===== src/uft_params.svh =====
// constants for the serial port: field codes, widths and divide figures
`ifndef UFT_PARAMS_SVH
`define UFT_PARAMS_SVH

// prescaler select codes and their divide ratios
`define UFT_PS_SEL_12 2'h0
`define UFT_PS_SEL_4 2'h1
`define UFT_PS_SEL_48 2'h2
`define UFT_PS_SEL_1 2'h3
`define UFT_PS_DIV_12 6'h0c
`define UFT_PS_DIV_4 6'h04
`define UFT_PS_DIV_48 6'h30
`define UFT_PS_DIV_1 6'h01

// baud timer wrap point
`define UFT_TIMER_MAX 16'hffff
`define UFT_RELOAD_W 16

// parity type codes
`define UFT_PAR_ODD 2'h0
`define UFT_PAR_EVEN 2'h1
`define UFT_PAR_MARK 2'h2
`define UFT_PAR_SPACE 2'h3

// data length codes: length is the least length plus the code
`define UFT_DL_5 2'h0
`define UFT_MIN_DATA_BITS 3'h5

// fifo depths
`define UFT_TX_DEPTH 8
`define UFT_RX_DEPTH 3

`endif


===== src/uft_pkg.sv =====
// shared types for the serial port
package uft_pkg;

  // frame format settings
  typedef struct packed {
    logic       multidrop_filter_enable;
    logic [1:0] parity_type_select;
    logic       parity_enable;
    logic [1:0] data_length_select;
    logic       extra_bit_enable;
    logic       stop_long;
  } uft_fmt_s;

  // baud generator settings
  typedef struct packed {
    logic        run;
    logic [1:0]  baud_prescaler_select;
    logic [15:0] reload;
  } uft_baud_s;

  // sticky status flags
  typedef struct packed {
    logic overrun_flag;
    logic parity_error_flag;
    logic transmit_done_flag;
    logic receive_ready_flag;
  } uft_flags_s;

  // bit phases of a frame, shared by both directions
  typedef enum logic [2:0] {
    UFT_IDLE  = 3'b000,
    UFT_START = 3'b001,
    UFT_DATA  = 3'b010,
    UFT_EXTRA = 3'b011,
    UFT_STOP  = 3'b100
  } uft_state_e;

endpackage


===== src/uft_fifo.sv =====
// small first-in first-out buffer with a registered head word
module uft_fifo #(
  parameter int WIDTH = 8,
  parameter int DEPTH = 8
) (
  // clock and reset
  input wire logic sys_clk,
  input wire logic reset,
  // filling side
  input wire logic wr_valid,
  output logic wr_ready,
  input wire logic [WIDTH-1:0] wr_data,
  // draining side
  output logic rd_valid,
  input wire logic rd_ready,
  output logic [WIDTH-1:0] rd_data,
  // fill level
  output logic [$clog2(DEPTH+1)-1:0] count
);
  localparam int AW = (DEPTH > 1) ? $clog2(DEPTH) : 1;
  localparam int CW = $clog2(DEPTH+1);
  localparam logic [AW-1:0] LAST = AW'(DEPTH - 1);

  logic [WIDTH-1:0] mem_r [DEPTH]; // storage, written in place
  logic [AW-1:0] wr_ptr_r, wr_ptr_nxt; // next slot to fill
  logic [AW-1:0] rd_ptr_r, rd_ptr_nxt; // oldest slot
  logic [CW-1:0] cnt_r, cnt_nxt; // words held
  logic [WIDTH-1:0] head_r, head_nxt; // registered head word
  logic vld_r, vld_nxt; // head word is real
  logic push, pop;

  assign wr_ready = (cnt_r != CW'(DEPTH));
  assign push = wr_valid & wr_ready;
  assign pop = rd_ready & vld_r;
  assign rd_valid = vld_r;
  assign rd_data = head_r;
  assign count = cnt_r;

  // pointer arithmetic wraps at the depth, which need not be a power of two
  always_comb begin
    wr_ptr_nxt = wr_ptr_r;
    rd_ptr_nxt = rd_ptr_r;
    cnt_nxt = cnt_r;
    if (push) begin
      wr_ptr_nxt = (wr_ptr_r == LAST) ? '0 : wr_ptr_r + 1'b1;
    end
    if (pop) begin
      rd_ptr_nxt = (rd_ptr_r == LAST) ? '0 : rd_ptr_r + 1'b1;
    end
    if (push && !pop) begin
      cnt_nxt = cnt_r + 1'b1;
    end else if (pop && !push) begin
      cnt_nxt = cnt_r - 1'b1;
    end
    vld_nxt = (cnt_nxt != '0);
    // a word written into the new head slot this cycle bypasses the array
    if (push && (wr_ptr_r == rd_ptr_nxt)) begin
      head_nxt = wr_data;
    end else begin
      head_nxt = vld_nxt ? mem_r[rd_ptr_nxt] : head_r;
    end
  end

  // storage has no reset; only pointers and flags need a defined value
  always_ff @(posedge sys_clk) begin
    if (push) begin
      mem_r[wr_ptr_r] <= wr_data;
    end
  end

  // registers
  always_ff @(posedge sys_clk) begin
    if (reset) begin
      wr_ptr_r <= '0;
      rd_ptr_r <= '0;
      cnt_r <= '0;
      head_r <= '0;
      vld_r <= 1'b0;
    end else begin
      wr_ptr_r <= wr_ptr_nxt;
      rd_ptr_r <= rd_ptr_nxt;
      cnt_r <= cnt_nxt;
      head_r <= head_nxt;
      vld_r <= vld_nxt;
    end
  end
endmodule


===== src/uft_baud.sv =====
// baud timer: prescaler plus up-counting reload timer, one tick per wrap
`include "uft_params.svh"
module uft_baud (
  // clock and reset
  input wire logic sys_clk,
  input wire logic reset,
  // settings
  input uft_pkg::uft_baud_s cfg,
  // phase restart, reloads timer and prescaler
  input wire logic restart,
  // one pulse per timer wrap, two per bit time
  output logic tick
);
  logic [5:0] pre_r, pre_nxt; // prescaler count
  logic [15:0] tmr_r, tmr_nxt; // baud timer
  logic tick_r, tick_nxt; // wrap strobe
  logic [5:0] div; // prescale ratio

  assign tick = tick_r;

  // prescaler code to ratio
  always_comb begin
    case (cfg.baud_prescaler_select)
      `UFT_PS_SEL_12: div = `UFT_PS_DIV_12;
      `UFT_PS_SEL_4: div = `UFT_PS_DIV_4;
      `UFT_PS_SEL_48: div = `UFT_PS_DIV_48;
      `UFT_PS_SEL_1: div = `UFT_PS_DIV_1;
      default: div = `UFT_PS_DIV_1;
    endcase
  end

  // count up from reload, reload on wrap from all ones
  always_comb begin
    pre_nxt = pre_r;
    tmr_nxt = tmr_r;
    tick_nxt = 1'b0;
    if (restart || !cfg.run) begin
      pre_nxt = '0;
      tmr_nxt = cfg.reload;
    end else if (pre_r == div - 6'h01) begin
      pre_nxt = '0;
      if (tmr_r == `UFT_TIMER_MAX) begin
        tmr_nxt = cfg.reload;
        tick_nxt = 1'b1;
      end else begin
        tmr_nxt = tmr_r + 16'h0001;
      end
    end else begin
      pre_nxt = pre_r + 6'h01;
    end
  end

  // registers
  always_ff @(posedge sys_clk) begin
    if (reset) begin
      pre_r <= '0;
      tmr_r <= cfg.reload;
      tick_r <= 1'b0;
    end else begin
      pre_r <= pre_nxt;
      tmr_r <= tmr_nxt;
      tick_r <= tick_nxt;
    end
  end
endmodule


===== src/uft_top.sv =====
// serial port: frame format, transmit path, receive path with fifo
`include "uft_params.svh"
module uft_top #(
  parameter int TX_DEPTH = `UFT_TX_DEPTH,
  parameter int RX_DEPTH = `UFT_RX_DEPTH
) (
  // clock and reset
  input wire logic sys_clk,
  input wire logic reset,
  // configuration
  input uft_pkg::uft_fmt_s fmt,
  input uft_pkg::uft_baud_s baud,
  input wire logic receive_enable_bit,
  input wire logic transmit_extra_bit,
  // transmit data, written to the buffer
  input wire logic tx_wr_valid,
  output logic tx_wr_ready,
  input wire logic [7:0] tx_wr_data,
  // receive data, read from the buffer
  input wire logic rx_rd,
  output logic rx_valid,
  output logic [7:0] serial_data_buffer,
  output logic received_extra_bit,
  // flag clears, one pulse each
  input uft_pkg::uft_flags_s flag_clr,
  // sticky flags
  output uft_pkg::uft_flags_s flags,
  // serial pins
  output logic serial_out_pin,
  input wire logic serial_in_pin
);
  // ---------------- shared format decode ----------------
  logic [3:0] nbits; // data bits per frame
  logic xbit_on; // extra bit in use
  logic two_stop; // second stop bit in use
  assign nbits = {1'b0, `UFT_MIN_DATA_BITS} + {2'b00, fmt.data_length_select};
  assign xbit_on = fmt.extra_bit_enable & ~fmt.parity_enable;
  assign two_stop = fmt.stop_long & (fmt.data_length_select != `UFT_DL_5);

  // parity bit for a data word, masked to the live length
  function automatic logic par_bit(input logic [7:0] d, input logic [3:0] n,
                                   input logic [1:0] typ);
    logic [7:0] m;
    logic p;
    m = 8'hff >> (4'h8 - n);
    p = ^(d & m);
    case (typ)
      `UFT_PAR_ODD: par_bit = ~p;
      `UFT_PAR_EVEN: par_bit = p;
      `UFT_PAR_MARK: par_bit = 1'b1;
      `UFT_PAR_SPACE: par_bit = 1'b0;
      default: par_bit = p;
    endcase
  endfunction

  // ---------------- baud timers ----------------
  logic tx_tick, rx_tick, rx_restart;
  // free-running phase for sending
  uft_baud u_tx_baud (
    .sys_clk(sys_clk),
    .reset(reset),
    .cfg(baud),
    .restart(1'b0),
    .tick(tx_tick)
  );
  // receive phase restarted on each start edge, so odd wraps land mid-bit
  uft_baud u_rx_baud (
    .sys_clk(sys_clk),
    .reset(reset),
    .cfg(baud),
    .restart(rx_restart),
    .tick(rx_tick)
  );

  // ---------------- transmit fifo ----------------
  logic txf_valid, txf_pop;
  logic [7:0] txf_data;
  // software may queue ahead; ready drops when the fifo fills
  uft_fifo #(.WIDTH(8), .DEPTH(TX_DEPTH)) u_tx_fifo (
    .sys_clk(sys_clk),
    .reset(reset),
    .wr_valid(tx_wr_valid),
    .wr_ready(tx_wr_ready),
    .wr_data(tx_wr_data),
    .rd_valid(txf_valid),
    .rd_ready(txf_pop),
    .rd_data(txf_data),
    .count()
  );

  // ---------------- transmitter ----------------
  uft_pkg::uft_state_e tx_st_r, tx_st_nxt; // frame phase
  logic [7:0] tx_sh_r, tx_sh_nxt; // shifter
  logic [3:0] tx_cnt_r, tx_cnt_nxt; // bits left in phase
  logic tx_half_r, tx_half_nxt; // second half of bit
  logic tx_out_r, tx_out_nxt; // pin level
  logic tx_xb_r, tx_xb_nxt; // parity or extra bit
  logic tx_done_set; // stop time begins
  logic tx_end; // bit time ends on this tick

  assign tx_end = tx_tick & tx_half_r;
  assign txf_pop = (tx_st_r == uft_pkg::UFT_IDLE) & baud.run;
  assign serial_out_pin = tx_out_r;

  // frame sequencer, one bit per two timer wraps
  always_comb begin
    tx_st_nxt = tx_st_r;
    tx_sh_nxt = tx_sh_r;
    tx_cnt_nxt = tx_cnt_r;
    tx_half_nxt = tx_tick ? ~tx_half_r : tx_half_r;
    tx_out_nxt = tx_out_r;
    tx_xb_nxt = tx_xb_r;
    tx_done_set = 1'b0;
    case (tx_st_r)
      uft_pkg::UFT_IDLE: begin
        tx_out_nxt = 1'b1;
        if (txf_valid && baud.run) begin
          tx_sh_nxt = txf_data;
          tx_xb_nxt = fmt.parity_enable ?
            par_bit(txf_data, nbits, fmt.parity_type_select) :
            transmit_extra_bit;
          tx_st_nxt = uft_pkg::UFT_START;
          tx_out_nxt = 1'b0;
          tx_half_nxt = 1'b0;
          tx_cnt_nxt = nbits;
        end
      end
      uft_pkg::UFT_START: begin
        if (tx_end) begin
          tx_st_nxt = uft_pkg::UFT_DATA;
          tx_out_nxt = tx_sh_r[0];
          tx_sh_nxt = {1'b0, tx_sh_r[7:1]};
        end
      end
      uft_pkg::UFT_DATA: begin
        if (tx_end) begin
          tx_cnt_nxt = tx_cnt_r - 4'h1;
          if (tx_cnt_r != 4'h1) begin
            tx_out_nxt = tx_sh_r[0];
            tx_sh_nxt = {1'b0, tx_sh_r[7:1]};
          end else if (fmt.parity_enable || xbit_on) begin
            tx_st_nxt = uft_pkg::UFT_EXTRA;
            tx_out_nxt = tx_xb_r;
          end else begin
            tx_st_nxt = uft_pkg::UFT_STOP;
            tx_out_nxt = 1'b1;
            tx_cnt_nxt = two_stop ? 4'h2 : 4'h1;
            tx_done_set = 1'b1;
          end
        end
      end
      uft_pkg::UFT_EXTRA: begin
        if (tx_end) begin
          tx_st_nxt = uft_pkg::UFT_STOP;
          tx_out_nxt = 1'b1;
          tx_cnt_nxt = two_stop ? 4'h2 : 4'h1;
          tx_done_set = 1'b1;
        end
      end
      uft_pkg::UFT_STOP: begin
        if (tx_end) begin
          tx_cnt_nxt = tx_cnt_r - 4'h1;
          if (tx_cnt_r == 4'h1) begin
            tx_st_nxt = uft_pkg::UFT_IDLE;
          end
        end
      end
      default: tx_st_nxt = uft_pkg::UFT_IDLE;
    endcase
  end

  // transmit registers; line idles high
  always_ff @(posedge sys_clk) begin
    if (reset) begin
      tx_st_r <= uft_pkg::UFT_IDLE;
      tx_sh_r <= '0;
      tx_cnt_r <= '0;
      tx_half_r <= 1'b0;
      tx_out_r <= 1'b1;
      tx_xb_r <= 1'b0;
    end else begin
      tx_st_r <= tx_st_nxt;
      tx_sh_r <= tx_sh_nxt;
      tx_cnt_r <= tx_cnt_nxt;
      tx_half_r <= tx_half_nxt;
      tx_out_r <= tx_out_nxt;
      tx_xb_r <= tx_xb_nxt;
    end
  end

  // ---------------- receive pin synchroniser ----------------
  logic rx_m_r, rx_s_r, rx_p_r; // two stages, then edge history
  always_ff @(posedge sys_clk) begin
    if (reset) begin
      rx_m_r <= 1'b1;
      rx_s_r <= 1'b1;
      rx_p_r <= 1'b1;
    end else begin
      rx_m_r <= serial_in_pin;
      rx_s_r <= rx_m_r;
      rx_p_r <= rx_s_r;
    end
  end

  // ---------------- receiver ----------------
  uft_pkg::uft_state_e rx_st_r, rx_st_nxt; // frame phase
  logic [7:0] rx_d_r, rx_d_nxt; // assembled data
  logic [3:0] rx_cnt_r, rx_cnt_nxt; // bit index
  logic rx_half_r, rx_half_nxt; // sample on odd wrap
  logic rx_xb_r, rx_xb_nxt; // parity or extra bit
  logic rx_sb_r, rx_sb_nxt; // first stop bit level
  logic rx_stop_ok_r, rx_stop_ok_nxt; // all stops high so far
  logic rx_done; // frame finished this cycle
  logic rx_smp; // bit centre reached
  logic [8:0] rxf_wdata; // data plus extra or stop bit
  logic rxf_wvalid, rxf_wready;
  logic [8:0] rxf_rdata;
  logic [$clog2(RX_DEPTH+1)-1:0] rxf_count;
  logic store_ok; // frame may enter the fifo

  assign rx_smp = rx_tick & rx_half_r;

  // frame sequencer; the timer restarts on the falling edge
  always_comb begin
    rx_st_nxt = rx_st_r;
    rx_d_nxt = rx_d_r;
    rx_cnt_nxt = rx_cnt_r;
    rx_half_nxt = rx_tick ? ~rx_half_r : rx_half_r;
    rx_xb_nxt = rx_xb_r;
    rx_sb_nxt = rx_sb_r;
    rx_stop_ok_nxt = rx_stop_ok_r;
    rx_restart = 1'b0;
    rx_done = 1'b0;
    case (rx_st_r)
      uft_pkg::UFT_IDLE: begin
        // falling edge while enabled opens a frame
        if (receive_enable_bit && baud.run && rx_p_r && !rx_s_r) begin
          rx_restart = 1'b1;
          rx_half_nxt = 1'b1;
          rx_st_nxt = uft_pkg::UFT_START;
          rx_d_nxt = '0;
          rx_cnt_nxt = '0;
          rx_stop_ok_nxt = 1'b1;
        end
      end
      uft_pkg::UFT_START: begin
        // first wrap is half a bit in: a glitch reads high here
        if (rx_smp) begin
          rx_half_nxt = 1'b0;
          rx_st_nxt = rx_s_r ? uft_pkg::UFT_IDLE : uft_pkg::UFT_DATA;
        end
      end
      uft_pkg::UFT_DATA: begin
        if (rx_smp) begin
          rx_d_nxt[rx_cnt_r[2:0]] = rx_s_r;
          rx_cnt_nxt = rx_cnt_r + 4'h1;
          if (rx_cnt_r == nbits - 4'h1) begin
            rx_cnt_nxt = '0;
            rx_st_nxt = (fmt.parity_enable || xbit_on) ?
              uft_pkg::UFT_EXTRA : uft_pkg::UFT_STOP;
          end
        end
      end
      uft_pkg::UFT_EXTRA: begin
        if (rx_smp) begin
          rx_xb_nxt = rx_s_r;
          rx_st_nxt = uft_pkg::UFT_STOP;
        end
      end
      uft_pkg::UFT_STOP: begin
        if (rx_smp) begin
          if (rx_cnt_r == 4'h0) begin
            rx_sb_nxt = rx_s_r;
          end
          rx_stop_ok_nxt = rx_stop_ok_r & rx_s_r;
          rx_cnt_nxt = rx_cnt_r + 4'h1;
          // finishing at mid-stop leaves time to catch the next edge
          if (rx_cnt_r == 4'h1 || !two_stop) begin
            rx_done = 1'b1;
            rx_st_nxt = uft_pkg::UFT_IDLE;
          end
        end
      end
      default: rx_st_nxt = uft_pkg::UFT_IDLE;
    endcase
    // losing the enable abandons a frame in flight
    if (!receive_enable_bit) begin
      rx_st_nxt = uft_pkg::UFT_IDLE;
      rx_done = 1'b0;
    end
  end

  // receive registers
  always_ff @(posedge sys_clk) begin
    if (reset) begin
      rx_st_r <= uft_pkg::UFT_IDLE;
      rx_d_r <= '0;
      rx_cnt_r <= '0;
      rx_half_r <= 1'b0;
      rx_xb_r <= 1'b0;
      rx_sb_r <= 1'b1;
      rx_stop_ok_r <= 1'b1;
    end else begin
      rx_st_r <= rx_st_nxt;
      rx_d_r <= rx_d_nxt;
      rx_cnt_r <= rx_cnt_nxt;
      rx_half_r <= rx_half_nxt;
      rx_xb_r <= rx_xb_nxt;
      rx_sb_r <= rx_sb_nxt;
      rx_stop_ok_r <= rx_stop_ok_nxt;
    end
  end

  // frame completion: stop bits are final in the _nxt values
  assign store_ok = rx_done & rx_stop_ok_nxt;
  assign rxf_wvalid = store_ok;
  assign rxf_wdata = {xbit_on ? rx_xb_r : rx_sb_nxt, rx_d_r};

  // receive fifo; a full fifo refuses, which counts as overrun
  uft_fifo #(.WIDTH(9), .DEPTH(RX_DEPTH)) u_rx_fifo (
    .sys_clk(sys_clk),
    .reset(reset),
    .wr_valid(rxf_wvalid),
    .wr_ready(rxf_wready),
    .wr_data(rxf_wdata),
    .rd_valid(rx_valid),
    .rd_ready(rx_rd),
    .rd_data(rxf_rdata),
    .count(rxf_count)
  );
  assign serial_data_buffer = rxf_rdata[7:0];
  assign received_extra_bit = rxf_rdata[8];

  // ---------------- sticky flags ----------------
  uft_pkg::uft_flags_s flg_r, flg_nxt;
  logic stored, par_bad;
  assign stored = store_ok & rxf_wready;
  assign par_bad = rx_done & fmt.parity_enable &
    (rx_xb_r != par_bit(rx_d_r, nbits, fmt.parity_type_select));
  assign flags = flg_r;

  // a set in the same cycle as a clear wins; ready holds while more than one byte waits
  always_comb begin
    flg_nxt = flg_r;
    if (flag_clr.transmit_done_flag) flg_nxt.transmit_done_flag = 1'b0;
    if (flag_clr.overrun_flag) flg_nxt.overrun_flag = 1'b0;
    if (flag_clr.parity_error_flag) flg_nxt.parity_error_flag = 1'b0;
    // the clear cannot take while a further byte is queued behind the head
    if (flag_clr.receive_ready_flag && rxf_count <= 1) begin
      flg_nxt.receive_ready_flag = 1'b0;
    end
    if (tx_done_set) flg_nxt.transmit_done_flag = 1'b1;
    if (store_ok && !rxf_wready) flg_nxt.overrun_flag = 1'b1;
    if (par_bad) flg_nxt.parity_error_flag = 1'b1;
    // address filter: only frames whose extra bit is one raise ready
    if (stored && (!fmt.multidrop_filter_enable || rx_xb_r)) begin
      flg_nxt.receive_ready_flag = 1'b1;
    end
  end

  // flag registers
  always_ff @(posedge sys_clk) begin
    if (reset) begin
      flg_r <= '0;
    end else begin
      flg_r <= flg_nxt;
    end
  end
endmodule


===== config.mk =====
export PLATFORM = sky130hd
export DESIGN_NAME = uft_top
export DESIGN_NICKNAME = d
export VERILOG_FILES = /design/src/uft_pkg.sv /design/src/uft_fifo.sv /design/src/uft_baud.sv /design/src/uft_top.sv
export VERILOG_INCLUDE_DIRS = /design/src
export SDC_FILE = /design/constraint.sdc
export NUM_CORES = 1
export LEC_CHECK = 0
export ABC_AREA = 1
export BUFFER_PORTS_ARGS = -buffer_cell sky130_fd_sc_hd__buf_2
export CAP_MARGIN = 20
export CORE_ASPECT_RATIO = 1.75
export CORE_MARGIN = 1
export CORE_UTILIZATION = 67
export CTS_CLUSTER_DIAMETER = 120
export DETAILED_ROUTE_END_ITERATION = 10
export PLACE_DENSITY = 0.86
export SLEW_MARGIN = 20
export SYNTH_ARGS = -nofsm -noshare
export SYNTH_HDL_FRONTEND = slang
export SYNTH_HIERARCHICAL = 1
export SYNTH_SLANG_ARGS = --single-unit

===== constraint.sdc =====
create_clock -name sys_clk -period 3.6 [get_ports sys_clk]
set_input_delay 0 -clock sys_clk [delete_from_list [all_inputs] [get_ports sys_clk]]
set_output_delay 0 -clock sys_clk [all_outputs]
set_load 0.05 [all_outputs]

Yosys cells after proc, flatten, opt, wreduce, memory -nomap -nowiden
Memories as Yosys holds them, arrays and structs flattened. A register that Yosys moved wholly into a read port is not among the register bits.
Index checks and enable logic that the tools add are counted.
Widths: inputs -> output; s select.
{"block": "classes", "n_eq_ne": 47, "bitwise_logic": 24, "muxes": 110, "reduce_logical": 63, "mul": 0, "magnitude_cmp": 3, "n_div": 0, "shifts": 1, "addsub": 18}
{"op": "$mux 16", "count": 8}
{"op": "$mux 3", "count": 18}
{"op": "$mux 4", "count": 12}
{"op": "$mux 8", "count": 6}
{"op": "$mux 1", "count": 44}
{"op": "$add 16x1->16 const B", "count": 2}
{"op": "$eq 16x16->1 const B", "count": 2}
{"op": "$ne 2x2->1 const B", "count": 15}
{"op": "$pmux 3 s5", "count": 2}
{"op": "$pmux 6 s4", "count": 1}
{"op": "$pmux 8 s3", "count": 1}
{"op": "$reduce_bool 2->1", "count": 9}
{"op": "$and 8x8->8", "count": 2}
{"op": "$pmux 4 s4", "count": 1}
{"op": "$pmux 8 s2", "count": 1}
{"op": "$reduce_xor 8->1", "count": 2}
{"op": "$logic_and 1x1->1", "count": 14}
{"op": "$mux 2", "count": 7}
{"op": "$reduce_and 7->1", "count": 2}
{"op": "$and 1x1->1", "count": 13}
{"op": "$add 6x1->6 const B", "count": 2}
{"op": "$eq 2x2->1 const B", "count": 6}
{"op": "$eq 3x2->1 const B", "count": 4}
{"op": "$eq 3x3->1 const B", "count": 4}
{"op": "43 further kinds", "count": 88}
{"block": "word_totals", "n_memories": 2, "mem_bits_ro": 0, "ram_bits": 91, "output_inout_bits": 16, "inputBits": 46, "latch_bits": 0, "elab_cells": 302, "regBits": 108}
{"memory": "u_tx_fifo.mem_r", "words": 8, "width": 8, "rd": 1, "rd_ports_with_merged_regs": 1, "write_ports": 1, "line_no": "uft_fifo.sv:24", "text": "logic [WIDTH-1:0] mem_r [DEPTH];"}
{"memory": "u_rx_fifo.mem_r", "words": 3, "width": 9, "rd": 1, "rd_ports_with_merged_regs": 1, "write_ports": 1, "line_no": "uft_fifo.sv:24"}

Logic depth before layout (Yosys ltp)
{"block": "depth", "ltp_word": 16, "depth_mapped": 19, "ltp_nobuf": 19}

Modules after synthesis
Netlist, hierarchy kept.
{"mod": "uft_fifo at u_tx_fifo", "area_per_inst_um2": 3854.9, "seq_area_each_um2": 2302.2, "cells_each": 408, "instances": 1}
{"mod": "uft_baud", "area_per_inst_um2": 1477.7, "seq_area_each_um2": 620.6, "cells_each": 200, "instances": 2}
{"mod": "uft_top", "area_per_inst_um2": 2798.9, "seq_area_each_um2": 880.8, "cells_each": 428, "instances": 1}
{"mod": "uft_fifo at u_rx_fifo", "area_per_inst_um2": 2073.2, "seq_area_each_um2": 1131.1, "cells_each": 241, "instances": 1}

Worst setup path after synthesis
OpenSTA, ideal clock, no wires.
{"block": "synth_path", "path_kind": "register -> register", "from": "register rx_st_r[0]", "to": "memory u_rx_fifo.mem_r[0][0] (enable)", "synth_period_minus_slack_ns": 2.420, "path_slack_ns": 1.180, "n_path_buf": 0, "t_arrival_ns": 2.031, "t_required_ns": 3.211, "stages_incl_launch_ff": 11, "setup_time_ns": 0.389, "cell_sequence": "dfxtp_1 > nor2_2 > inv_2 > nor2_4 > inv_2 > or2_4 > inv_4 > a21oi_1 > nor2_1 > nand2_2 > nor3_1"}
{"block": "synth_between", "elab_chain_cells": 7, "elab_cells_between_ends": 9, "classes_between": "eq/ne: 1; mux: 5; bitwise: 2; reduce/logical: 1"}
{"item": "start, declared", "line_no": "uft_top.sv:206", "text": "uft_pkg::uft_state_e rx_st_r, rx_st_nxt;"}
{"item": "start signal, assigned", "line_no": "uft_top.sv:296", "text": "rx_st_r <= uft_pkg::UFT_IDLE;"}
{"item": "start signal, assigned", "line_no": "uft_top.sv:304", "text": "rx_st_r <= rx_st_nxt;"}
{"item": "$eq 3x3->1", "line_no": "uft_top.sv:234", "text": "case (rx_st_r)"}
{"item": "$mux 1", "line_no": "uft_top.sv:234"}
{"item": "$mux 1", "line_no": "uft_top.sv:287", "text": "if (!receive_enable_bit) begin"}
{"item": "$and 1x1->1 *", "line_no": "uft_top.sv:315", "text": "assign store_ok = rx_done & rx_stop_ok_nxt;"}
{"item": "via rxf_wvalid", "line_no": "uft_top.sv:216", "text": "logic rxf_wvalid, rxf_wready;"}
{"item": "$and 1x1->1 *", "line_no": "uft_fifo.sv:33", "text": "assign push = wr_valid & wr_ready;"}
{"item": "$mux 1 *", "line_no": "uft_fifo.sv:66", "text": "if (push) begin"}
{"item": "$mux 1 (not written as such) *", "line_no": "uft_fifo.sv:67", "text": "mem_r[wr_ptr_r] <= wr_data;"}
{"item": "end, declared", "line_no": "uft_fifo.sv:24"}
Mark *: on every way through the listed nets, which the timed path passes. The rest lies on a longest branch.

Worst setup path after layout
{"block": "layout_path", "from": "register tx_st_r[0]", "to": "register u_tx_fifo.head_r[1], in the netlist u_tx_fifo/rd_data[1] (read register of u_tx_fifo.mem_r)"}
{"block": "layout_between", "elab_chain_cells": 8, "elab_cells_between_ends": 13, "classes_between": "eq/ne: 1; mux: 3; bitwise: 2; reduce/logical: 7"}
{"item": "start, declared", "line_no": "uft_top.sv:92", "text": "uft_pkg::uft_state_e tx_st_r, tx_st_nxt;"}
{"item": "start signal, assigned", "line_no": "uft_top.sv:175", "text": "tx_st_r <= uft_pkg::UFT_IDLE;"}
{"item": "start signal, assigned", "line_no": "uft_top.sv:182", "text": "tx_st_r <= tx_st_nxt;"}
{"item": "$logic_not 3->1 *", "line_no": "uft_top.sv:102", "text": "assign txf_pop = (tx_st_r == uft_pkg::UFT_IDLE) & baud.run;"}
{"item": "$and 1x1->1 *", "line_no": "uft_top.sv:102"}
{"item": "via txf_pop", "line_no": "uft_top.sv:76", "text": "logic txf_valid, txf_pop;"}
{"item": "$and 1x1->1 *", "line_no": "uft_fifo.sv:34", "text": "assign pop = rd_ready & vld_r;"}
{"item": "$logic_and 1x1->1 / $logic_not 1->1 (equally long branches)", "line_no": "uft_fifo.sv:52, uft_fifo.sv:50"}
{"item": "$mux 4 / $logic_and 1x1->1 (equally long branches)", "line_no": "uft_fifo.sv:52, uft_fifo.sv:50"}
{"item": "$mux 4", "line_no": "uft_fifo.sv:50", "text": "if (push && !pop) begin"}
{"item": "$reduce_bool 4->1", "line_no": "uft_fifo.sv:55", "text": "vld_nxt = (cnt_nxt != '0);"}
{"item": "$reduce_bool 2->1 (no source line)"}
{"item": "end, declared", "line_no": "uft_fifo.sv:28", "text": "logic [WIDTH-1:0] head_r, head_nxt;"}
Marked as above.
A chain may end at the register's enable or synchronous reset.

==> results.tsv <==
metric	value	unit
die_h	177	um
cts-root-buf	clkbuf_16	
ant_nets	0	
rsz0062_at_grt	no	
final-seq-area	0.00556	mm2
drc	0	
max-cap-violations	0	
clock_skew	13.0	ps
tightest_slew	1100	ps
cts_setup_buffers	0	
post-route-period-util	79.0	%
synth_nets	1545	
min_from	fmt[3]	
ys.flop_type	edfxtp_1	
ir_drop	0.562	mV
fin_hold_ws	41.6	ps
syn_area_per_cell	7.91	um2
firstDrtPassIters	6	
viasPerCell	5.61	
antenna_found_initial	0	
synth-seq-cells	216	
finalSetupTns	0	ps
die_area	0.0180	mm2
setup_viol	0	
drive_gt1_share	10.6	%
crit_path_start_kind	register	
status	completed	
clk_latency	510	ps
end_kind	register	
cts_tree	yes	
powerDensity	612	mW/mm2
cp.required	4000	ps
hold_path.class	primary input to register	
io_pins	62	
r2r_start	tx_st_r[0]	
syn2layout_area_growth	13.1	%
synth_area	0.0117	mm2
reg2reg_depth	14	
synthArstFlopShare	0	%
path_max_fanout	17	
yosysUniqueCellTypes	50	
hold_viol	0	
worstHoldPathCells	4	
crit_type	register to register	
multi_input_area	0.00514	mm2
coreArea	0.0170	mm2
grt_overflow	0	
fin_nets	1641	
initial_utilization	68.6	%
clkTransAtPathRegs	70	ps
drv_slew	0	
wl_per_cell	16.1	um
rows	63	
period_needed	2840	ps
fmax	352	MHz
relSlewSlack	26.4	%
r2r_setup_slack	760	ps
totalWireLength	29100	um
stdcell_count	1814	
fin_util	77.6	%
grt_pass1_vias	9962	
cts_buffers	20	
grt_max_degree	51	
num_antenna_cells	0	
grt_pass1_wl	46800	um
synth_warnings	6	
leakage	5.98	nW
place_congestion	0.954	
syn_inst	1477	
n_fill_cell	1161	
portBuffers	61	
first_iter_violations	788	
h-tree-depth	1	
dp_hpwl	20100	um
max-clock-path-buffers	3	
die-width	102	um
yosysSeqAreaShare	47.6	%
dp_cells	1738	
cts_num_sinks	216	
track_usage	33.6	%
crit_arrival	3240	ps
timing.rr.end	u_tx_fifo/rd_data[1]	
hold-path-endpoint	tx_cnt_r[3]	
synth_edf_count	123	
vias	10200	
==> power by group <==
part           leakage [nW]  internal (mW)  switching [mW]  total (mW)
registers              1.96           2.87           0.206        3.08
logic                  3.67          0.883            1.84        2.72
clock network         0.343           1.35           0.931        2.29
total                  5.98           5.11            2.98        8.09
==> state kept, by name, summed over array words and instances (netlist names), 2 cells and up <==
signal,flops
u_tx_fifo/wr_ptr_r,3
rx_d_r,8
tx_cnt_r,4
u_rx_fifo/wr_ptr_r,2
u_tx_fifo/rd_data,8
u_tx_baud/pre_r,6
tx_sh_r,8
u_rx_fifo/mem_r,27
rx_cnt_r,4
u_rx_baud/pre_r,6
u_tx_baud/tmr_r,16
u_rx_baud/tmr_r,16
u_tx_fifo/count,4
flags,4
u_rx_fifo/rd_ptr_r,2
u_rx_fifo/rd_data,9
u_tx_fifo/mem_r,64
u_tx_fifo/rd_ptr_r,3
tx_st_r,3
rx_st_r,3
u_rx_fifo/count,2
==> synthesized netlist by cell type (11+ instances only) <==
master	n	area, um2
nand2_1	388	1460
inv_1	184	691
nand3_1	167	836
nor2_1	158	593
edfxtp_1	123	3690
dfxtp_1	93	1860
a21oi_1	63	315
o21ai_0	44	220
ha_1	22	275
nand4_1	22	138
xor2_1	20	175
a211oi_1	17	128
nor3_1	17	85.1
o21ai_1	16	80.1
nand2_2	15	93.8
xnor2_1	13	114
buf_2	11	55.1
buf_6	11	124
==> through the flow <==
stage / setup WS (ps) / total power, mW / instance area [um2]
final: 756 / 8.09 / 13200
after global routing: 460 / 8.57 / 13200
after CTS: 804 / 8.05 / 13200
after detailed placement: 841 / 5.73 / 12100
after global placement: 920 / 5.65 / 12100
after floorplan: 1180 / 5.23 / 11700
==> layer usage <==
| metal | vias to the layer above | GRT usage, % | wire length (um) |
|---|---|---|---|
| li1 | 5008 | - | - |
| met1 | 4619 | 33.5 | 9870 |
| met2 | 411 | 63.2 | 15600 |
| met3 | 142 | 4.27 | 1710 |
| met4 | 0 | 22.4 | 1980 |
| met5 | - | 0 | 0 |
==> repair_timing <==
action	CTS	global route
hold buffers	40	0
endpoints found under the hold margin	118	0
gates resized for setup	0	0
==> how the worst max path moves through the flow <==
| stage | startpoint | to | slack (ps) | cells past startpoint |
|---|---|---|---|---|
| floorplan | rx_st_r[0] | u_rx_fifo/mem_r[0][0] | 1180 | 10 |
| global placement | rx_st_r[0] | u_rx_fifo/rd_data[1] | 920 | 18 |
| detailed placement | rx_s_r | u_rx_fifo/rd_data[5] | 840 | 16 |
| CTS | rx_s_r | u_rx_fifo/rd_data[1] | 800 | 16 |
| global route | tx_st_r[0] | u_tx_fifo/rd_data[2] | 460 | 16 |
| finish | tx_st_r[0] | u_tx_fifo/rd_data[1] | 760 | 14 |
==> layout make-up <==
cell class	count	area share, %
clock buffer	23	4.04
clock inverter	13	1.27
multi-input combinational	1026	39.0
sequential	216	42.1
tap	227	2.15
inverter	200	5.73
timing repair buffer	109	5.80
==> layout by cell type (no fill, tap or decap), drive strengths merged <==
cell / instances
nand3b: 10
edfxtp: 123
a21oi: 64
conb: 1
nand4: 23
inv: 197
dlygate4sd3: 40
nor3: 19
or2: 6
nor2: 171
xnor2: 13
nand3: 177
a21boi: 1
and2: 1
o31ai: 1
and3: 1
xor2: 20
nand2: 412
buf: 69
o21ai: 60
mux2i: 1
bufinv: 4
or3: 1
clkbuf: 23
dfxtp: 93
o21a: 1
clkinvlp: 1
o21bai: 3
clkinv: 11
a211oi: 17
ha: 22
o221ai: 1
==> worst max-delay path: stages, from the launching register on <==
cell,delay (ps)
dfxtp_1,380
nor2_2,180
inv_1,110
nor2_2,170
and2_1,170
nand2_2,140
o21ai_1,640
nor2_1,90
nor2_1,150
nand2_2,220
or2_0,290
nand2_1,60
nand2_1,50
nand2_1,50
nor2_1,40
==> kinds of logic after synthesis <==
| family | count (synthesis) | share of synthesized area, % |
|---|---|---|
| AO/OA/AOI/OAI | 148 | 6.96 |
| adder cells (fa/ha/maj) | 22 | 2.36 |
| flip-flops | 216 | 47.6 |
| multiplexers | 1 | 0.0857 |
| XOR/XNOR | 33 | 2.47 |
| other | 1 | 0.0321 |
| AND/OR/NAND/NOR | 821 | 32.0 |
| buffers and inverters | 235 | 8.54 |
(Power assumes the default switching activity.)
